<file path="config.mk">
export PLATFORM = sky130hd
export DESIGN_NAME = tfa_top
export DESIGN_NICKNAME = d
export VERILOG_FILES = /design/src/pkg/tfa_pkg.sv /design/src/pkg/tfa_tach_if.sv /design/src/hdl/tfa_stall.sv /design/src/hdl/tfa_top.sv
export VERILOG_INCLUDE_DIRS = /design/src /design/src/pkg
export SDC_FILE = /design/constraint.sdc
export NUM_CORES = 1
export LEC_CHECK = 0
export BUFFER_PORTS_ARGS = -buffer_cell sky130_fd_sc_hd__clkbuf_2
export CORE_ASPECT_RATIO = 1.5
export CORE_MARGIN = 4
export CORE_UTILIZATION = 57
export CTS_CLUSTER_DIAMETER = 100
export DETAILED_ROUTE_END_ITERATION = 16
export PLACE_DENSITY = 0.83
export SLEW_MARGIN = 20
export SYNTH_ARGS = -nofsm -noshare
export SYNTH_HDL_FRONTEND = slang
export SYNTH_SLANG_ARGS = --single-unit
</file>
<file path="constraint.sdc">
create_clock -name I_CORE_CLK -period 2.89 [get_ports I_CORE_CLK]
set_input_delay 0.578 -clock I_CORE_CLK [delete_from_list [all_inputs] [get_ports I_CORE_CLK]]
set_output_delay 0.578 -clock I_CORE_CLK [all_outputs]
set_load 0.03 [all_outputs]
</file>
<file path="src/pkg/tfa_consts.svh">
// Purpose: named offsets, reset values, field positions and timing for the alert logic
// Assumes: included by bare name, definitions only
// Notes: temperatures are 8-bit two's complement, one degree per count
`ifndef TFA_CONSTS_SVH
`define TFA_CONSTS_SVH

// ---------------------------------------------------------------
// register offsets
// ---------------------------------------------------------------
`define TFA_ADR_STAT1 8'h02
`define TFA_ADR_CFG1 8'h03
`define TFA_ADR_LHI 8'h05
`define TFA_ADR_LLO 8'h06
`define TFA_ADR_RHI 8'h07
`define TFA_ADR_RLO 8'h08
`define TFA_ADR_MASK1 8'h16
`define TFA_ADR_ROT 8'h19
`define TFA_ADR_STAT2 8'h1A
`define TFA_ADR_MASK2 8'h1B
`define TFA_ADR_CFG2 8'h20
`define TFA_ADR_HYST 8'h21
`define TFA_ADR_LOT 8'h22
`define TFA_ADR_TACHCFG 8'h31
`define TFA_ADR_TLIM_LO 8'h48
`define TFA_ADR_TLIM_HI 8'h49

// ---------------------------------------------------------------
// reset values
// ---------------------------------------------------------------
`define TFA_RST_HI 8'h55
`define TFA_RST_LO 8'h00
`define TFA_RST_OT 8'h64
`define TFA_RST_HYST 8'h0A
`define TFA_RST_CFG1 8'h00
`define TFA_RST_CFG2 8'h20
`define TFA_RST_MASK 8'h00
`define TFA_RST_TLIM 8'hFF
`define TFA_RST_TACHCFG 8'h00

// ---------------------------------------------------------------
// field positions
// ---------------------------------------------------------------
`define TFA_B1_BUSY 7
`define TFA_B1_LOCAL 6
`define TFA_B1_SUMMARY 5
`define TFA_B1_RHI 4
`define TFA_B1_RLO 3
`define TFA_B1_FAULT 2
`define TFA_B1_ROT 1
`define TFA_B1_FAN 0
`define TFA_B2_STALL 7
`define TFA_B2_THERM 6
`define TFA_B2_LOT 4
`define TFA_CFG2_THERM_MODE 7
`define TFA_CFG2_FULL 5
`define TFA_CFG2_LUTMAX 4
`define TFA_CFG1_FQ 1:0
`define TFA_TACHCFG_PER 3:2
`define TFA_ALERTABLE1 8'h5B
`define TFA_USED2 8'hD0

// ---------------------------------------------------------------
// bus and timing
// ---------------------------------------------------------------
`define TFA_ARA_ADDR 7'h0C
`define TFA_BYTE_BITS 4'h8
`define TFA_FQ_MAX 3'h4
`define TFA_CLK_MHZ 200
`define TFA_STALL_BASE_US 100000

`endif

</file>
<file path="src/pkg/tfa_pkg.sv">
// Purpose: types and shared arithmetic for the alert logic
// Assumes: temperatures are 8-bit two's complement
// Notes: comparisons are signed; hysteresis limit kept at 9 bits
package tfa_pkg;

  typedef enum logic [2:0] {
    BUS_IDLE, BUS_ADDR, BUS_PTR, BUS_WDATA, BUS_ACK, BUS_TX, BUS_TXACK
  } tfa_bus_t;

  typedef struct packed {
    tfa_bus_t st;
    tfa_bus_t after;
    logic [3:0] cnt;
    logic [7:0] sh;
    logic [7:0] ptr;
    logic ara;
    logic sda_oe;
    logic macked;
    logic scl_s1;
    logic scl_s2;
    logic scl_s3;
    logic sda_s1;
    logic sda_s2;
    logic sda_s3;
    logic [7:0] cfg1;
    logic [7:0] lhi;
    logic [7:0] llo;
    logic [7:0] rhi;
    logic [7:0] rlo;
    logic [7:0] mask1;
    logic [7:0] rot;
    logic [7:0] mask2;
    logic [7:0] cfg2;
    logic [7:0] hyst;
    logic [7:0] lot;
    logic [7:0] tachcfg;
    logic [7:0] tlim_lo;
    logic [7:0] tlim_hi;
    logic [5:0] cond;
    logic [4:0][2:0] fq;
    logic [7:0] st1;
    logic [7:0] st2;
    logic alert;
    logic th_loc;
    logic th_rem;
    logic pin_oe;
    logic fan_full;
    logic fan_lut;
  } tfa_state_t;

  typedef struct packed {
    logic s1;
    logic s2;
    logic s3;
    logic [31:0] cnt;
    logic stalled;
  } tfa_stall_t;

  function automatic logic tfa_gt(input logic [7:0] a, input logic [7:0] b);
    return $signed(a) > $signed(b);
  endfunction

  function automatic logic tfa_le(input logic [7:0] a, input logic [7:0] b);
    return $signed(a) <= $signed(b);
  endfunction

  // release point of the over-temperature output, limit minus hysteresis
  function automatic logic tfa_at_release(input logic [7:0] t, input logic [7:0] lim,
                                          input logic [7:0] hy);
    logic [8:0] rel;
    rel = {lim[7], lim} - {1'b0, hy};
    return $signed({t[7], t}) <= $signed(rel);
  endfunction

endpackage

</file>
<file path="src/pkg/tfa_tach_if.sv">
// Purpose: carries tach period selection and stall state between modules
// Assumes: single clock domain
// Notes: none
`timescale 1ns/1ps
interface tfa_tach_if;
  logic [1:0] periods;
  logic stalled;
  modport ctl (output periods, input stalled);
  modport mon (input periods, output stalled);
endinterface

</file>
<file path="src/hdl/tfa_stall.sv">
// Purpose: fan stall watchdog on the tach pin
// Assumes: tach pin asynchronous to the core clock
// Notes: timeout is the base window times 1, 2, 4 or 8 tach periods
`timescale 1ns/1ps
module tfa_stall
  import tfa_pkg::*;
#(
  parameter int unsigned BASE_CYC = 1000
) (
  input wire logic i_clk,
  input wire logic i_rst_n,
  input wire logic i_tach,
  tfa_tach_if.mon tach
);

  tfa_stall_t q;
  tfa_stall_t d;
  logic [31:0] lim;

  // ---------------------------------------------------------------
  // next state
  // ---------------------------------------------------------------
  always_comb begin
    d = q;
    lim = BASE_CYC[31:0] << tach.periods;
    d.s1 = i_tach;
    d.s2 = q.s1;
    d.s3 = q.s2;
    if (q.s2 && !q.s3) begin
      d.cnt = 32'h0;
      d.stalled = 1'b0;
    end else if (q.cnt >= lim - 32'h1) begin
      d.stalled = 1'b1;
    end else begin
      d.cnt = q.cnt + 32'h1;
    end
  end

  always_ff @(posedge i_clk) begin
    if (!i_rst_n) begin
      q <= '0;
    end else begin
      q <= d;
    end
  end

  assign tach.stalled = q.stalled;

endmodule

</file>
<file path="src/hdl/tfa_top.sv">
// Purpose: status, mask, alert and over-temperature logic behind an SMBus slave
// Assumes: measurement inputs come from logic on I_CORE_CLK; SCL, SDA, tach are pins
// Notes: remote limits compare all 8 bits, signed
`timescale 1ns/1ps
`include "tfa_consts.svh"
module tfa_top
  import tfa_pkg::*;
#(
  parameter logic [6:0] DEV_ADDR = 7'h2A, // arbitrary value
  parameter int unsigned STALL_BASE_CYC = `TFA_STALL_BASE_US * `TFA_CLK_MHZ
) (
  input wire logic I_CORE_CLK,
  input wire logic I_RST_N,
  input wire logic I_SCL,
  input wire logic I_SDA,
  output logic O_SDA_O,
  output logic O_SDA_OE,
  output logic O_ALERT_O,
  output logic O_ALERT_OE,
  input wire logic I_TACH,
  input wire logic I_CONV_BUSY,
  input wire logic I_DIODE_FAULT,
  input wire logic I_MEAS_VALID,
  input wire logic [7:0] I_LOCAL_TEMP,
  input wire logic [7:0] I_REMOTE_TEMP,
  input wire logic I_TACH_VALID,
  input wire logic [15:0] I_TACH_COUNT,
  output logic O_FAN_FULL,
  output logic O_FAN_LUT_MAX
);

  tfa_state_t q;
  tfa_state_t d;
  tfa_tach_if tach_if ();

  logic scl_rise;
  logic scl_fall;
  logic bus_start;
  logic bus_stop;
  logic sda;
  logic ld_tx;
  logic wr_en;
  logic rd1;
  logic rd2;
  logic ara_done;
  logic pend;
  logic [7:0] txb;
  logic [7:0] cv1;
  logic [7:0] cv2;
  logic [7:0] av1;
  logic [7:0] av2;
  logic [4:0] tcond;
  logic [4:0] qual;
  logic [2:0] fq_need;

  // ---------------------------------------------------------------
  // stall watchdog
  // ---------------------------------------------------------------
  tfa_stall #(
    .BASE_CYC(STALL_BASE_CYC)
  ) tfa_stall_i (
    .i_clk(I_CORE_CLK),
    .i_rst_n(I_RST_N),
    .i_tach(I_TACH),
    .tach(tach_if.mon)
  );

  assign tach_if.periods = q.tachcfg[`TFA_TACHCFG_PER];

  // ---------------------------------------------------------------
  // register read view
  // ---------------------------------------------------------------
  function automatic logic [7:0] rd_val(input logic [7:0] a);
    logic [7:0] v;
    logic summ;
    summ = |(q.st1 & `TFA_ALERTABLE1) | |(q.st2 & `TFA_USED2);
    v = 8'h00;
    unique case (a)
      `TFA_ADR_STAT1: begin
        v = q.st1;
        v[`TFA_B1_BUSY] = I_CONV_BUSY;
        v[`TFA_B1_SUMMARY] = summ;
      end
      `TFA_ADR_STAT2: v = q.st2 & `TFA_USED2;
      `TFA_ADR_CFG1: v = q.cfg1;
      `TFA_ADR_LHI: v = q.lhi;
      `TFA_ADR_LLO: v = q.llo;
      `TFA_ADR_RHI: v = q.rhi;
      `TFA_ADR_RLO: v = q.rlo;
      `TFA_ADR_MASK1: v = q.mask1;
      `TFA_ADR_ROT: v = q.rot;
      `TFA_ADR_MASK2: v = q.mask2;
      `TFA_ADR_CFG2: v = q.cfg2;
      `TFA_ADR_HYST: v = q.hyst;
      `TFA_ADR_LOT: v = q.lot;
      `TFA_ADR_TACHCFG: v = q.tachcfg;
      `TFA_ADR_TLIM_LO: v = q.tlim_lo;
      `TFA_ADR_TLIM_HI: v = q.tlim_hi;
      default: v = 8'h00;
    endcase
    return v;
  endfunction

  // ---------------------------------------------------------------
  // next state
  // ---------------------------------------------------------------
  always_comb begin
    d = q;
    ld_tx = 1'b0;
    wr_en = 1'b0;
    rd1 = 1'b0;
    rd2 = 1'b0;
    ara_done = 1'b0;
    txb = 8'h00;
    d.scl_s1 = I_SCL;
    d.scl_s2 = q.scl_s1;
    d.scl_s3 = q.scl_s2;
    d.sda_s1 = I_SDA;
    d.sda_s2 = q.sda_s1;
    d.sda_s3 = q.sda_s2;
    sda = q.sda_s2;
    scl_rise = q.scl_s2 && !q.scl_s3;
    scl_fall = !q.scl_s2 && q.scl_s3;
    bus_start = q.scl_s2 && q.scl_s3 && q.sda_s3 && !q.sda_s2;
    bus_stop = q.scl_s2 && q.scl_s3 && !q.sda_s3 && q.sda_s2;

    // serial slave
    if (bus_stop) begin
      d.st = BUS_IDLE;
      d.sda_oe = 1'b0;
    end else if (bus_start) begin
      d.st = BUS_ADDR;
      d.cnt = 4'h0;
      d.sda_oe = 1'b0;
      d.ara = 1'b0;
    end else begin
      unique case (q.st)
        BUS_IDLE: d.sda_oe = 1'b0;
        BUS_ADDR, BUS_PTR, BUS_WDATA: begin
          if (scl_rise) begin
            d.sh = {q.sh[6:0], sda};
            d.cnt = q.cnt + 4'h1;
          end else if (scl_fall && q.cnt == `TFA_BYTE_BITS) begin
            d.cnt = 4'h0;
            d.st = BUS_ACK;
            d.sda_oe = 1'b1;
            if (q.st == BUS_ADDR) begin
              if (q.sh[7:1] == DEV_ADDR) begin
                d.after = q.sh[0] ? BUS_TX : BUS_PTR;
              end else if (q.sh[7:1] == `TFA_ARA_ADDR && q.sh[0] && q.pin_oe &&
                           !q.cfg2[`TFA_CFG2_THERM_MODE]) begin
                d.after = BUS_TX;
                d.ara = 1'b1;
              end else begin
                d.st = BUS_IDLE;
                d.sda_oe = 1'b0;
              end
            end else if (q.st == BUS_PTR) begin
              d.ptr = q.sh;
              d.after = BUS_WDATA;
            end else begin
              wr_en = 1'b1;
              d.after = BUS_WDATA;
            end
          end
        end
        BUS_ACK: begin
          if (scl_fall) begin
            d.sda_oe = 1'b0;
            if (q.after == BUS_TX) begin
              ld_tx = 1'b1;
            end else begin
              d.st = q.after;
              d.cnt = 4'h0;
            end
          end
        end
        BUS_TX: begin
          if (scl_rise && q.ara && !q.sda_oe && !sda) begin
            // a lower address is still driving; step off the bus
            d.st = BUS_IDLE;
            d.ara = 1'b0;
          end else if (scl_fall) begin
            if (q.cnt == `TFA_BYTE_BITS) begin
              d.sda_oe = 1'b0;
              d.st = BUS_TXACK;
              ara_done = q.ara;
            end else begin
              d.sh = {q.sh[6:0], 1'b0};
              d.sda_oe = ~q.sh[6];
              d.cnt = q.cnt + 4'h1;
            end
          end
        end
        BUS_TXACK: begin
          if (scl_rise) begin
            d.macked = ~sda;
          end else if (scl_fall) begin
            if (q.macked && !q.ara) begin
              ld_tx = 1'b1;
            end else begin
              d.st = BUS_IDLE;
              d.ara = 1'b0;
            end
          end
        end
      endcase
    end

    if (ld_tx) begin
      txb = q.ara ? {DEV_ADDR, 1'b1} : rd_val(q.ptr);
      rd1 = !q.ara && q.ptr == `TFA_ADR_STAT1;
      rd2 = !q.ara && q.ptr == `TFA_ADR_STAT2;
      d.sh = txb;
      d.sda_oe = ~txb[7];
      d.cnt = 4'h1;
      d.st = BUS_TX;
    end

    // register writes; status is read-only, unmapped offsets ignored
    if (wr_en) begin
      unique case (q.ptr)
        `TFA_ADR_CFG1: d.cfg1 = q.sh;
        `TFA_ADR_LHI: d.lhi = q.sh;
        `TFA_ADR_LLO: d.llo = q.sh;
        `TFA_ADR_RHI: d.rhi = q.sh;
        `TFA_ADR_RLO: d.rlo = q.sh;
        `TFA_ADR_MASK1: d.mask1 = q.sh;
        `TFA_ADR_ROT: d.rot = q.sh;
        `TFA_ADR_MASK2: d.mask2 = q.sh & `TFA_USED2;
        `TFA_ADR_CFG2: d.cfg2 = q.sh;
        `TFA_ADR_HYST: d.hyst = q.sh;
        `TFA_ADR_LOT: d.lot = q.sh;
        `TFA_ADR_TACHCFG: d.tachcfg = q.sh;
        `TFA_ADR_TLIM_LO: d.tlim_lo = q.sh;
        `TFA_ADR_TLIM_HI: d.tlim_hi = q.sh;
        default: d.cfg1 = q.cfg1;
      endcase
    end

    // limit comparisons on each finished measurement
    tcond[0] = tfa_gt(I_LOCAL_TEMP, q.lhi) || tfa_le(I_LOCAL_TEMP, q.llo);
    tcond[1] = tfa_gt(I_REMOTE_TEMP, q.rhi);
    tcond[2] = tfa_le(I_REMOTE_TEMP, q.rlo);
    tcond[3] = tfa_gt(I_REMOTE_TEMP, q.rot);
    tcond[4] = tfa_gt(I_LOCAL_TEMP, q.lot);
    if (I_MEAS_VALID) begin
      d.cond[4:0] = tcond;
      for (int i = 0; i < 5; i++) begin
        if (!tcond[i]) begin
          d.fq[i] = 3'h0;
        end else if (q.fq[i] != `TFA_FQ_MAX) begin
          d.fq[i] = q.fq[i] + 3'h1;
        end
      end
      // hysteresis keeps a hovering reading from toggling the pin
      if (tcond[4]) begin
        d.th_loc = 1'b1;
      end else if (tfa_at_release(I_LOCAL_TEMP, q.lot, q.hyst)) begin
        d.th_loc = 1'b0;
      end
      if (tcond[3]) begin
        d.th_rem = 1'b1;
      end else if (tfa_at_release(I_REMOTE_TEMP, q.rot, q.hyst)) begin
        d.th_rem = 1'b0;
      end
    end
    if (I_TACH_VALID) begin
      d.cond[5] = I_TACH_COUNT > {q.tlim_hi, q.tlim_lo};
    end

    // sticky status; a present cause always outranks the clear
    cv1 = 8'h00;
    cv1[`TFA_B1_LOCAL] = q.cond[0];
    cv1[`TFA_B1_RHI] = q.cond[1];
    cv1[`TFA_B1_RLO] = q.cond[2];
    cv1[`TFA_B1_FAULT] = I_DIODE_FAULT;
    cv1[`TFA_B1_ROT] = q.cond[3];
    cv1[`TFA_B1_FAN] = q.cond[5];
    cv2 = 8'h00;
    cv2[`TFA_B2_STALL] = tach_if.stalled;
    cv2[`TFA_B2_THERM] = q.th_loc || q.th_rem;
    cv2[`TFA_B2_LOT] = q.cond[4];
    d.st1 = rd1 ? cv1 : (q.st1 | cv1);
    d.st2 = rd2 ? cv2 : (q.st2 | cv2);

    // alert sources, temperature ones other than therm qualified by the fault queue, all gated by the masks
    fq_need = {1'b0, q.cfg1[`TFA_CFG1_FQ]} + 3'h1;
    for (int i = 0; i < 5; i++) begin
      qual[i] = q.fq[i] >= fq_need;
    end
    av1 = 8'h00;
    av1[`TFA_B1_LOCAL] = qual[0];
    av1[`TFA_B1_RHI] = qual[1];
    av1[`TFA_B1_RLO] = qual[2];
    av1[`TFA_B1_ROT] = qual[3];
    av1[`TFA_B1_FAN] = q.cond[5];
    av2 = cv2;
    av2[`TFA_B2_LOT] = qual[4];
    av1 = av1 & ~q.mask1 & `TFA_ALERTABLE1;
    av2 = av2 & ~q.mask2 & `TFA_USED2;
    pend = |av1 || |av2;
    d.alert = (rd1 || rd2 || ara_done) ? pend : (q.alert || pend);

    d.pin_oe = q.cfg2[`TFA_CFG2_THERM_MODE] ? (q.th_loc || q.th_rem) : q.alert;
    d.fan_full = (q.th_loc || q.th_rem) && q.cfg2[`TFA_CFG2_FULL];
    d.fan_lut = (q.th_loc || q.th_rem) && !q.cfg2[`TFA_CFG2_FULL] &&
                q.cfg2[`TFA_CFG2_LUTMAX];
  end

  // ---------------------------------------------------------------
  // state register
  // ---------------------------------------------------------------
  always_ff @(posedge I_CORE_CLK) begin
    if (!I_RST_N) begin
      q <= '0;
      q.st <= BUS_IDLE;
      q.after <= BUS_IDLE;
      q.scl_s1 <= 1'b1;
      q.scl_s2 <= 1'b1;
      q.scl_s3 <= 1'b1;
      q.sda_s1 <= 1'b1;
      q.sda_s2 <= 1'b1;
      q.sda_s3 <= 1'b1;
      q.cfg1 <= `TFA_RST_CFG1;
      q.lhi <= `TFA_RST_HI;
      q.llo <= `TFA_RST_LO;
      q.rhi <= `TFA_RST_HI;
      q.rlo <= `TFA_RST_LO;
      q.mask1 <= `TFA_RST_MASK;
      q.mask2 <= `TFA_RST_MASK;
      q.rot <= `TFA_RST_OT;
      q.lot <= `TFA_RST_OT;
      q.hyst <= `TFA_RST_HYST;
      q.cfg2 <= `TFA_RST_CFG2;
      q.tachcfg <= `TFA_RST_TACHCFG;
      q.tlim_lo <= `TFA_RST_TLIM;
      q.tlim_hi <= `TFA_RST_TLIM;
    end else begin
      q <= d;
    end
  end

  assign O_SDA_O = 1'b0;
  assign O_SDA_OE = q.sda_oe;
  assign O_ALERT_O = 1'b0;
  assign O_ALERT_OE = q.pin_oe;
  assign O_FAN_FULL = q.fan_full;
  assign O_FAN_LUT_MAX = q.fan_lut;

endmodule

</file>
==> metrics.md <==
| Metric | Value |
|---|---|
| Area growth, synth to finish | `13.0%` |
| First-pass GRT wire length | `70100 um` |
| Synth cell types | `98` |
| TritonCTS buffer count | `22` |
| Combinational power share | `0.072` |
| Tot GR Track Use | `0.318` |
| # port buffers | `44` |
| Worst Hold Class | `input pin to flop` |
| Worst path slowest cell | `or3_4` |
| Startpoint Class | `flop` |
| Most frequent cells in the layout | `213 x dfxtp_1, 151 x ha_1, 122 x nor2_1` |
| Routed WL per cell | `21.4 um` |
| Post-Route WL | `44600 um` |
| P_sw | `1.62 mW` |
| TritonCTS clock tree | `done` |
| Clock Power Share | `0.471` |
| Starting Density | `0.578` |
| Detailed Route Iter0 Violations | `1120` |
| Nets | `1938` |
| CP peak stage delay | `0.50 ns` |
| Final antenna-violating net count | `0` |
| Reg clk slew, reported paths | `0.07 ns` |
| Die ar. | `27300 um2` |
| Drt first pass iters | `5` |
| Crit-path cells | `buf_4 -> ha_1 -> inv_1 -> ha_1 -> nand4_1 -> or3_4 -> a211o_1 -> o2111ai_2 -> buf_4 -> or3_1 -> a21oi_1` |
| Vias in the first global route | `13314` |
| Gate Count Post-Synth | `1672` |
| Post-synthesis register bit count | `214` |
| Post-Syn Area | `14100 um2` |
| Sw frac | `0.244` |
| Final instance area | `15900 um2` |
| Peak VDD IR | `0.000739 V` |
| Max-cap violations | `0` |
| Rel. slew slack | `0.481` |
| Slew Limit Fails | `0` |
| # clock sinks | `214` |
| Die Ht | `200 um` |
| Via count | `13422` |
| Mapped Avg Cell Area | `8.41 um2` |
| Leakage | `6.73 nW` |
| Cell Pwr Density | `416 nW/um2` |
| Die Wd | `136 um` |
| Post-synth EDFFs | `0` |
| Detailed-route DRC error count | `0` |
| Least-Margin Pin Slew | `0.776 ns` |
| Synthesis warning total | `0` |
| CTS root buffer | `clkbuf_16` |
| Critical Path Sink Type | `flop` |
| # IOs | `47` |
| Placement Cell Area | `15000 um2` |
| Crit path required time | `3.26 ns` |
| Worst skew pair latency | `0.52 ns` |
| Worst Path Arrival | `3.23 ns` |
| Worst Path Class, Setup | `flop to flop` |
| Async SR Flop Fraction | `0` |
| Most common cell after layout, fill and taps aside | `dfxtp_1` |
| FMAX | `0.350 GHz` |
| Layout cell share with drive strength beyond 1 | `0.136` |
| Htree depth | `1` |
| RSZ-0062 raised after global routing | `true` |
| Power consumption | `6.61 mW` |
| Initial antenna violation count | `0` |
| Tmin final | `2.86 ns` |
| Internal power | `5.00 mW` |
| Inserted Diodes | `0` |
| Rows | `70` |
| Crit path max fanout | `8` |
| Flop pwr share | `0.458` |
| DPL Wire Length | `32800 um` |
| Period utilization | `0.990` |
| Worst Clk Skew | `0.0144 ns` |
| GRT overflow | `0` |
| Seq/Total Area, Yosys | `0.305` |
| Max Root-Sink Buffers | `3` |
| R2R Setup Slk | `0.03 ns` |
| GP Congestion | `1.03` |
| Status | `finished, final reports clean` |
| Final setup vio count | `0` |
| Core region area | `24300 um2` |
| Largest net degree at the start of global routing | `91` |
| Routed via count divided by cell count | `6.45` |
| Synth Flop Type | `dfxtp_1` |
| Final Hold Vio Count | `0` |
critical path, delay by kind of cell (launching register included):
kind	cells	cell delay (ns)
fa+ha+maj	2	0.49
buf+inv	3	0.47
flops	1	0.35
simple gates	3	0.89
compound gates	3	0.53
power groups by stage:
stage	Sequential, mW	Combinational (mW)	Clock (mW)
floorplan	3.08	0.309	0
global placement	3.09	0.439	0
detailed placement	3.09	0.460	0
CTS	3.02	0.464	3.14
global route	3.03	0.527	3.26
finish	3.03	0.473	3.11
worst paths after layout:
path / from / to / cells past startpoint
setup reg to reg: q[62]$_SDFFE_PN0P_ / tfa_stall_i.q[15]$_SDFFE_PP0N_ / 11
hold / removal: I_SCL / d[159]$_SDFF_PN1_ / 2
hold reg to reg: d[156]$_SDFF_PN1_ / sda$_SDFF_PN1_ / 1
setup / recovery: q[62]$_SDFFE_PN0P_ / tfa_stall_i.q[15]$_SDFFE_PP0N_ / 11
layer usage:
metal | global-route usage | wire, um | up-vias
li1 | - | - | 6255
met1 | 0.366 | 16400 | 6375
met2 | 0.542 | 21800 | 583
met3 | 0.0432 | 2810 | 209
met4 | 0.210 | 3620 | 0
met5 | 0 | 0 | -
state kept, by name, summed over array words and instances (netlist names):
register,flops
cv2,1
O_SDA_OE,1
d,3
O_FAN_FULL,1
q,164
tfa_stall_i.q,33
cv1,5
O_FAN_LUT_MAX,1
tfa_stall_i.tach.stalled,1
sda,1
tfa_stall_i.d,2
O_ALERT_OE,1
logic make-up after synthesis:
logic type	Yosys count	share of synthesized area
AND/OR/NAND/NOR	547	0.209
adder cells (fa/ha/maj)	155	0.139
AO/OA/AOI/OAI	414	0.196
other	1	0.000267
XOR/XNOR	13	0.00810
buffers and inverters	218	0.0644
multiplexers	110	0.0794
flip-flops	214	0.305
stage by stage:
| step | hold WS (ns) | cells | utilization | setup TNS [ns] | setup slack (ns) |
|---|---|---|---|---|---|
| 5_1_grt | 0.242 | 2081 | 0.653 | -1.05 | -0.0791 |
| 6_report | 0.248 | 2081 | 0.653 | 0 | 0.0303 |
| 3_5_place_dp | 0.396 | 2036 | 0.615 | -0.00636 | -0.00636 |
| 3_3_place_gp | 0.389 | 2036 | 0.614 | 0 | 0.0894 |
| 4_1_cts | 0.236 | 2075 | 0.647 | 0 | 0.0000822 |
| 2_1_floorplan | 0.386 | 1673 | - | 0 | 0.129 |
area by class of cell:
class	instances	area, um2
inverters	122	459
clock buffers	27	631
flip-flops and latches	214	4290
well taps	324	405
clock inverters	12	151
repair buffers	141	968
multi-input cells	1241	9000
fillers	2071	8450
timing repair:
| item | 4_1_cts | 5_1_grt |
|---|---|---|
| gates resized for setup | 1 | 33 |
| hold buffers | 0 | 0 |
| setup endpoints to repair | 1 | 31 |
| pin swaps | 0 | 9 |
| buffers inserted | 0 | 4 |
| cloned | 0 | 2 |
cell usage after synthesis, drive strengths merged (4+ instances only):
cell	instances	area [um2]
o211ai	28	210
a21oi	117	586
mux2i	107	1070
nor3	33	193
a32o	4	40.0
o22ai	12	75.1
a31o	5	43.8
a31oi	8	50.1
xnor2	11	96.3
o32ai	12	105
nor4	8	65.1
o221a	5	56.3
a32oi	11	96.3
nand4b	4	35.0
inv	121	454
a211oi	19	148
or4	17	131
and3	15	98.8
o21ai	82	410
o2111ai	7	61.3
nand3	47	235
nand4	45	282
clkbuf	57	214
or3	21	136
buf	39	234
and2	12	75.1
nand2	120	458
a311oi	4	35.0
and3b	6	53.8
nor4b	5	50.0
o21a	15	113
or2	6	37.5
ha	153	1910
and4	8	70.1
a22oi	12	90.1
nand3b	9	67.6
nand2b	26	163
a211o	4	35.0
nor2b	25	156
o31ai	19	156
nor3b	8	82.6
nor2	124	468
a21o	18	135
dfxtp	214	4280
(Power assumes the default switching activity.)
